<file path="config.mk">
export PLATFORM = sky130hd
export DESIGN_NAME = bitclr_wdt_exec
export DESIGN_NICKNAME = d
export VERILOG_FILES = /design/src/rtl/bit_clear_unit.v /design/src/rtl/bitclr_wdt_exec.v
export VERILOG_INCLUDE_DIRS = /design/src /design/src/rtl
export SDC_FILE = /design/constraint.sdc
export NUM_CORES = 1
export LEC_CHECK = 0
export BUFFER_PORTS_ARGS = -buffer_cell sky130_fd_sc_hd__buf_2
export CORE_UTILIZATION = 47
export CTS_CLUSTER_SIZE = 14
export DETAILED_ROUTE_END_ITERATION = 10
export GPL_TIMING_DRIVEN = 0
export HOLD_SLACK_MARGIN = 0.05
export PLACE_DENSITY_LB_ADDON = 0.3
export SLEW_MARGIN = 25
export SYNTH_ARGS = -nofsm -noshare
export SYNTH_HDL_FRONTEND = slang
export SYNTH_SLANG_ARGS = --single-unit
</file>
<file path="constraint.sdc">
create_clock -name sys_clk_i -period 2.9 [get_ports sys_clk_i]
set_input_delay 0.145 -clock sys_clk_i [delete_from_list [all_inputs] [get_ports sys_clk_i]]
set_output_delay 0.145 -clock sys_clk_i [all_outputs]
set_load 0.005 [all_outputs]
</file>
<file path="src/rtl/bitclr_wdt_regs.vh">
// Constants for the bit-clear and watchdog-clear execution block
`ifndef BITCLR_WDT_REGS_VH
`define BITCLR_WDT_REGS_VH

// ----------------------------------------
// Operation codes
// ----------------------------------------
`define OP_NONE          3'h0
`define OP_BIT_CLEAR     3'h1
`define OP_WDT_CLEAR     3'h2
`define OP_WDT_PRE_FIRST 3'h3
`define OP_WDT_PRE_SECND 3'h4

// ----------------------------------------
// Widths and reset values
// ----------------------------------------
`define BYTE_W           8
`define BIT_SEL_W        3
`define WDT_W            8
`define WDT_ZERO         8'h00
`define FLAG_RESET       1'h0
`define FLAG_CLEAR       1'h0

`endif

</file>
<file path="src/rtl/bit_clear_unit.v">
// Byte bit-clear datapath
`timescale 1ns/1ps
`default_nettype none
`include "bitclr_wdt_regs.vh"

module bit_clear_unit
(
    // Operand
    input  wire [`BYTE_W-1:0]    data_i,
    input  wire [`BIT_SEL_W-1:0] bit_sel_i,
    // Result
    output wire [`BYTE_W-1:0]    data_o
);

    genvar g;
    generate
        for (g = 0; g < `BYTE_W; g = g + 1)
        begin : gen_bit
            // Selected bit forced low, others kept
            assign data_o[g] = (bit_sel_i == g) ? 1'b0 : data_i[g];
        end
    endgenerate

endmodule
`default_nettype wire

</file>
<file path="src/rtl/bitclr_wdt_exec.v">
// Execution of bit-clear and watchdog-clear instructions
`timescale 1ns/1ps
`default_nettype none
`include "bitclr_wdt_regs.vh"

module bitclr_wdt_exec
(
    // Clock and reset
    input  wire                  sys_clk_i,
    input  wire                  rst_b_i,
    // Decoded instruction
    input  wire                  exec_i,
    input  wire [2:0]            op_i,
    input  wire [`BIT_SEL_W-1:0] bit_sel_i,
    input  wire [`BYTE_W-1:0]    mem_rdata_i,
    // Flag events from the rest of the core
    input  wire                  timeout_set_i,
    input  wire                  powerdown_set_i,
    // Memory write-back
    output reg                   mem_we_o,
    output reg  [`BYTE_W-1:0]    mem_wdata_o,
    // Watchdog and flags
    output reg                   wdt_clear_o,
    output reg                   timeout_flag_o,
    output reg                   powerdown_flag_o,
    output reg                   preclear_pending_o
);

    // ----------------------------------------
    // Decode
    // ----------------------------------------
    wire [`BYTE_W-1:0] cleared;
    wire do_bitclr = exec_i && (op_i == `OP_BIT_CLEAR);
    wire do_single = exec_i && (op_i == `OP_WDT_CLEAR);
    wire do_first  = exec_i && (op_i == `OP_WDT_PRE_FIRST);
    wire do_second = exec_i && (op_i == `OP_WDT_PRE_SECND);

    // ----------------------------------------
    // Pair tracker states
    // ----------------------------------------
    // One-hot; a repeated half keeps its state, so only the other half clears
    localparam [2:0] PAIR_IDLE   = 3'h1;
    localparam [2:0] PAIR_FIRST  = 3'h2;
    localparam [2:0] PAIR_SECOND = 3'h4;

    reg  [2:0]         pair_state;
    reg  [2:0]         next_pair_state;
    reg                pair_done;
    wire               wdt_clr;
    reg                next_mem_we;
    reg  [`BYTE_W-1:0] next_mem_wdata;
    reg                next_timeout_flag;
    reg                next_powerdown_flag;

    assign wdt_clr = do_single | pair_done;

    bit_clear_unit u_bit_clear
    (
        .data_i    (mem_rdata_i),
        .bit_sel_i (bit_sel_i),
        .data_o    (cleared)
    );

    // ----------------------------------------
    // Memory write-back
    // ----------------------------------------
    // Byte held after the strobe so a slow memory may latch it late
    always @*
    begin
        next_mem_we    = do_bitclr;
        next_mem_wdata = mem_wdata_o;
        if (do_bitclr)
            next_mem_wdata = cleared;
    end

    always @(posedge sys_clk_i or negedge rst_b_i)
    begin
        if (!rst_b_i)
        begin
            mem_we_o    <= 1'b0;
            mem_wdata_o <= {`BYTE_W{1'b0}};
        end
        else
        begin
            mem_we_o    <= next_mem_we;
            mem_wdata_o <= next_mem_wdata;
        end
    end

    // ----------------------------------------
    // Watchdog clear and pair tracking
    // ----------------------------------------
    always @*
    begin
        pair_done       = 1'b0;
        next_pair_state = pair_state;
        case (pair_state)
            PAIR_IDLE:
            begin
                if (do_first)
                    next_pair_state = PAIR_FIRST;
                else if (do_second)
                    next_pair_state = PAIR_SECOND;
            end
            PAIR_FIRST:
            begin
                if (do_second)
                begin
                    pair_done       = 1'b1;
                    next_pair_state = PAIR_IDLE;
                end
            end
            PAIR_SECOND:
            begin
                if (do_first)
                begin
                    pair_done       = 1'b1;
                    next_pair_state = PAIR_IDLE;
                end
            end
            default:
                next_pair_state = PAIR_IDLE;
        endcase
        // Single clear also drops a half-finished pair
        if (do_single)
            next_pair_state = PAIR_IDLE;
    end

    always @(posedge sys_clk_i or negedge rst_b_i)
    begin
        if (!rst_b_i)
        begin
            wdt_clear_o <= 1'b0;
            pair_state  <= PAIR_IDLE;
        end
        else
        begin
            wdt_clear_o <= wdt_clr;
            pair_state  <= next_pair_state;
        end
    end

    always @*
        preclear_pending_o = (pair_state != PAIR_IDLE);

    // ----------------------------------------
    // Status flags
    // ----------------------------------------
    always @*
    begin
        // Hold by default: bit clear and a lone half leave flags alone
        next_timeout_flag   = timeout_flag_o;
        next_powerdown_flag = powerdown_flag_o;
        if (wdt_clr)
        begin
            next_timeout_flag   = `FLAG_CLEAR;
            next_powerdown_flag = `FLAG_CLEAR;
        end
        // Set wins over a same-cycle clear so a fresh event is never lost
        if (timeout_set_i)
            next_timeout_flag = 1'b1;
        if (powerdown_set_i)
            next_powerdown_flag = 1'b1;
    end

    always @(posedge sys_clk_i or negedge rst_b_i)
    begin
        if (!rst_b_i)
        begin
            timeout_flag_o   <= `FLAG_RESET;
            powerdown_flag_o <= `FLAG_RESET;
        end
        else
        begin
            timeout_flag_o   <= next_timeout_flag;
            powerdown_flag_o <= next_powerdown_flag;
        end
    end

endmodule
`default_nettype wire

</file>
==> After elaboration in Yosys (flattened, before gate mapping) <==
Cells that the tools add are included.
{ "word_totals": {"ff_bits": 15, "latchBits": 0, "ramBits": 0, "mem_bits_ro": 0, "input_bits": 19, "output_inout_bits": 13, "word_cells": 53, "n_memories": 0} }
{ "op_classes": {"n_addsub": 0, "multipliers": 0, "div_mod_pow": 0, "order_cmp": 0, "eq_ne": 18, "shifts": 0, "muxes": 20, "bitwise_logic": 1, "reduce_logical": 8} }
{ "op_table": {"columns": ["op", "n"], "rows": [
  ["== test 3 bit, second input constant", 6],
  ["== test 3 x 2 -> 1 bit, second input constant", 5],
  ["two-way mux 3 bit", 5],
  ["two-way mux 1 bit", 13],
  ["== test 3 x 1 -> 1 bit, second input constant", 3],
  ["case mux 3 bit (3 select lines)", 1],
  ["!= test 3 bit, second input constant", 2],
  ["logical AND 1 bit", 4],
  ["!= test 4 bit, second input constant", 1],
  ["nonzero test 2 bit", 2],
  ["zero test 3 bit", 1],
  ["!= test 3 x 1 -> 1 bit, second input constant", 1],
  ["AND reduction 3 bit", 1],
  ["case mux 1 bit (2 select lines)", 1],
  ["OR 1 bit", 1]
]} }

==> Logic depth before layout (Yosys ltp) <==
{ "logic_depth": {"word_depth": 7, "ltp_mapped": 4, "ltp_nobuf": 4} }

==> By module <==
Synthesis repeated with hierarchy kept, for this count alone.
{ "hier_totals": {"hier_cells": 66, "area_unflattened_um2": 790.8} }
{ "by_module_without_submodules": {"columns": ["module", "n_inst", "cells_per_inst", "area_per_inst_um2", "seq_area_each_um2"], "rows": [
  ["bitclr_wdt_exec", 1, 54, 706.9, 376.6],
  ["bit_clear_unit", 1, 12, 83.8, 0.0]
]} }

==> Worst setup path before layout <==
No wires, ideal clock.
{ "synth_timing": {"kind": "register -> register", "from": "reg pair_state[1]", "to": "reg powerdown_flag_o", "setup_ns": 0.118, "arrival_ns": 1.133, "t_required_ns": 2.782, "path_slack_ns": 1.649, "stages_incl_launch_ff": 5, "n_path_buf": 0, "period_less_slack_ns": 1.251, "path_cell_list": "dfrtp_1 > or3b_1 > a21oi_2 > a21oi_2 > a21o_1"} }
{ "synth_between": {"elab_chain_cells": 4, "word_cells_on_any_way": 5, "classes_between": "2 x eq/ne; 1 x mux; 1 x bitwise; 1 x reduce/logical"} }
{ "synth_rtl": {"columns": ["element", "line_no", "text"], "rows": [
  ["from (decl)", "bitclr_wdt_exec.v:46", "reg [2:0] pair_state;"],
  ["from (signal assigned)", "bitclr_wdt_exec.v:139", "pair_state <= next_pair_state;"],
  ["== test 3 bit / == test 3 x 2 -> 1 bit (equally long branches)", "bitclr_wdt_exec.v:97", "case (pair_state)"],
  ["case mux 1 bit (2 select lines) *", "bitclr_wdt_exec.v:97", null],
  ["OR 1 bit *", "bitclr_wdt_exec.v:55", "assign wdt_clr = do_single | pair_done;"],
  ["nonzero test 2 bit (no source line) *", null, null],
  ["to (signal assigned)", "bitclr_wdt_exec.v:171", "powerdown_flag_o <= `FLAG_RESET;"],
  ["to (signal assigned)", "bitclr_wdt_exec.v:176", "powerdown_flag_o <= next_powerdown_flag;"],
  ["to (decl)", "bitclr_wdt_exec.v:25", "output reg powerdown_flag_o,"]
]} }
Every way passes the cells marked *; elsewhere a longest branch is shown, timed or not.
A chain may end at the register's enable or synchronous reset.

==> Worst setup path in the final report <==
{ "layout_timing": {"from": "reg pair_state[0]", "to": "reg pair_state[1]"} }
{ "layout_between": {"elab_chain_cells": 3, "word_cells_on_any_way": 9, "classes_between": "6 x eq/ne; 2 x mux; 1 x reduce/logical"} }
{ "layout_rtl": {"columns": ["element", "line_no"], "rows": [
  ["== test 3 x 1 -> 1 bit, or another cell as far along", "bitclr_wdt_exec.v:97"],
  ["!= test 4 bit (no source line), or another cell as far along", null],
  ["AND reduction 3 bit (no source line) / two-way mux 3 bit (equally long branches)", null]
]} }
Several ways; a longest one is shown, not always the timed one.

==> impl_metrics.csv <==
group,metric,value,unit
timing,finalCriticalPeriod,1.389,ns
floorplan,die_width,40.02,um
cells_and_area,final_nets,127,
drt,ant_nets,0,
synthesis,yosys-top-cells-area,"dfrtp_1, o21ai_0, nand2_1",
floorplan,dieHeight,40.02,um
floorplan,die-area,1602,um2
floorplan,row_count,13,
clock_network,cts_sinks,15,
drt,drtPass1Iterations,4,
synthesis,yosysWarnings,0,
critical_path,worstRegToRegCells,3,
place,place_area,853.3,um2
clock_network,worst_skew_pair.late_latency,0.28,ns
run_status,status,"completed",
timing,slew_violations,0,
power_and_ir_drop,max-vdd-ir-drop,0.0003477,V
drt,post_drt_wl_per_cell,11.70,um
power_and_ir_drop,p_switching,122.3,uW
timing,relSlewSlack,72.40,%
synthesis,postSynthCellCount,69,
critical_path,r2r_setup_slack,1.51,ns
cells_and_area,multiInputGateArea,287.8,um2
job,drv_cap,0,
place,io_buffer_count,31,
power_and_ir_drop,power,454.0,uW
power_and_ir_drop,leakagePower,0.4671,nW
critical_path,reg2reg_from,"pair_state[0]",
timing,tns,0,ns
timing,fmax,0.7198,GHz
synthesis,syn_area_per_cell,9.846,um2
floorplan,design.core.area,1318,um2
critical_path,crit_fanout,5,
clock_network,root_buffer,"clkbuf_4",
timing,finalHoldViolCount,0,
floorplan,ioPinCount,32,
place,gp_congestion,0.7404,
timing,fin_skew,0.001533,ns
critical_path,crit_chain,"nor2b_1, a21oi_1, a2111oi_0",
cells_and_area,fillers,94,
critical_path,cp.arrival,1.53,ns
power_and_ir_drop,powerDensity,499.1,nW/um2
grt,grt_pass1_vias,498,
critical_path,required,3.05,ns
grt,antenna_found_initial,0,
drt,drt_iter0_drc,11,
critical_path,endpoint,"pair_state[1]",
power_and_ir_drop,p_comb_share,18.7,%
drt,num_vias,635,
power_and_ir_drop,switching_share,26.93,%
power_and_ir_drop,seqPwrFrac,54.9,%
critical_path,crit_slowest_cell,"dfstp_2",
critical_path,worst_setup_path_end_kind,"flop",
power_and_ir_drop,internal_power,331.7,uW
clock_network,cts_buffer_depth,2,
synthesis,syn_area,679.4,um2
synthesis,synth_nets,88,
critical_path,regToRegEndpoint,"pair_state[1]",
cells_and_area,final_layout_size_suffix_gt1_share,35.51,%
drt,drcViolationCount,0,
critical_path,crit_path_start_kind,"flop",
critical_path,slowest_delay,0.56,ns
timing,rsz0062_at_grt,"no",
drt,drt-total-wl,1427,um
synthesis,synth_top_cell_area_share,51.57,%
clock_network,ctsResizeCount,0,
grt,track_usage,20.49,%
cells_and_area,syn2layout_area_growth,33.89,%
cells_and_area,antenna_cells,0,
floorplan,initial_utilization,51.57,%
synthesis,yosysSeqAreaShare,55.43,%
synthesis,synth_top_cell_by_area,"dfrtp_1",
drt,vias_per_cell,5.205,
cells_and_area,final_cell_area,909.6,um2
timing,setup_viol,0,
clock_network,cts_tree,"done",
critical_path,path_class,"reg -> reg",
clock_network,clk_pin_slew,0.09,ns
hold_path,hold_depth,3,
power_and_ir_drop,pwr-share-clk,26.5,%
cells_and_area,layout_common_cells,"buf_2, dfrtp_1, o21ai_0, nand2_1, nor2_1",
place,hpwl,1069,um
timing,post-route-period-util,47.91,%
timing,worst_slew_pin_slew,0.4035,ns
hold_path,worstHoldPathType,"in -> reg",
synthesis,ys_ff_latch,15,
critical_path,critical_path.startpoint,"pair_state[0]",
clock_network,cts_buffers,3,
cells_and_area,final_common_cell,"buf_2",
synthesis,ys_types,21,
grt,grt_pass1_wl,2145,um
grt,grt_overflow,0,
clock_network,htreeDepth,1,
grt,grt_max_degree,16,
cells_and_area,regArea,376.6,um2
-- sequential cells by signal, summed over array words and instances (netlist names) --
name,flops
mem_wdata_o,8
pair_state,3
mem_we_o,1
powerdown_flag_o,1
timeout_flag_o,1
wdt_clear_o,1
-- synthesized netlist by cell type, drive strengths merged --
master and number:
nor2b 1, a21oi 5, nand3b 2, o31ai 1, nand2b 3, clkbuf 1, o21ai 13, dfrtp 14
dfstp 1, a21o 2, inv 3, a31oi 1, and2b 1, a2111oi 1, nand2 12, nor2 4
nand4bb 2, or3b 1, o311ai 1
-- worst max-delay path: cells and delay by family (launching register included) --
| family | cells | cell delay, ns |
|---|---|---|
| DFF | 1 | 0.56 |
| AOI/OAI and AO/OA | 2 | 0.49 |
| and+or+nand+nor | 1 | 0.20 |
-- stage by stage --
step | instances | hold WS [ns] | setup WS [ns] | util [%]
4_1_cts | 122 | 0.1078 | 1.512 | 69.04
2_1_floorplan | 69 | -0.1506 | 1.649 | -
6_report | 122 | 0.1100 | 1.511 | 69.04
5_1_grt | 122 | 0.1226 | 1.481 | 69.04
3_3_place_gp | 115 | 0.05621 | 1.606 | 64.77
3_5_place_dp | 115 | 0.06325 | 1.531 | 64.77
-- power by group through the flow --
stage	clock (mW)	sequential, mW	combinational (mW)
floorplan	0	0.254	0.0310
global placement	0	0.252	0.0798
detailed placement	0	0.252	0.0825
CTS	0.124	0.249	0.0861
global route	0.129	0.252	0.0970
finish	0.120	0.249	0.0849
-- routing by layer --
layer  track usage [%]  vias to the layer above  share of wire (%)
li1                  -                      319                  -
met1             27.76                      291                 47
met2             31.45                       23                 47
met3             3.333                        2                5.2
met4             10.34                        0               0.98
met5                 0                        -                  0
-- final cells by class --
class,count,share of cell area (%)
well taps,15,2.063
clock buffers,4,2.889
multi-input cells,50,31.64
plain buffers,1,0.4127
flip-flops and latches,15,41.40
repair buffers,34,20.36
inverters,3,1.238
-- cells by family after synthesis --
group,after synthesis,synth area share [%]
DFF,15,55.43
AOI/OAI and AO/OA,24,21.18
buffers and inverters,4,2.209
and+or+nand+nor,26,21.18
-- worst min-delay path by stage --
stage / slack, ns / from / to
final: 0.11 / mem_rdata_i[2] / mem_wdata_o[2]
after global routing: 0.12 / mem_rdata_i[2] / mem_wdata_o[2]
after floorplan: -0.15 / rst_b_i / mem_wdata_o[0]
after CTS: 0.11 / mem_rdata_i[2] / mem_wdata_o[2]
after global placement: 0.06 / rst_b_i / powerdown_flag_o
after detailed placement: 0.06 / rst_b_i / powerdown_flag_o
-- timing repair --
item	in CTS	in global routing
setup endpoints to repair	0	0
buffers inserted	0	0
endpoints found under the hold margin	17	0
hold buffers	3	0
Power figures use the tool's default switching activity.
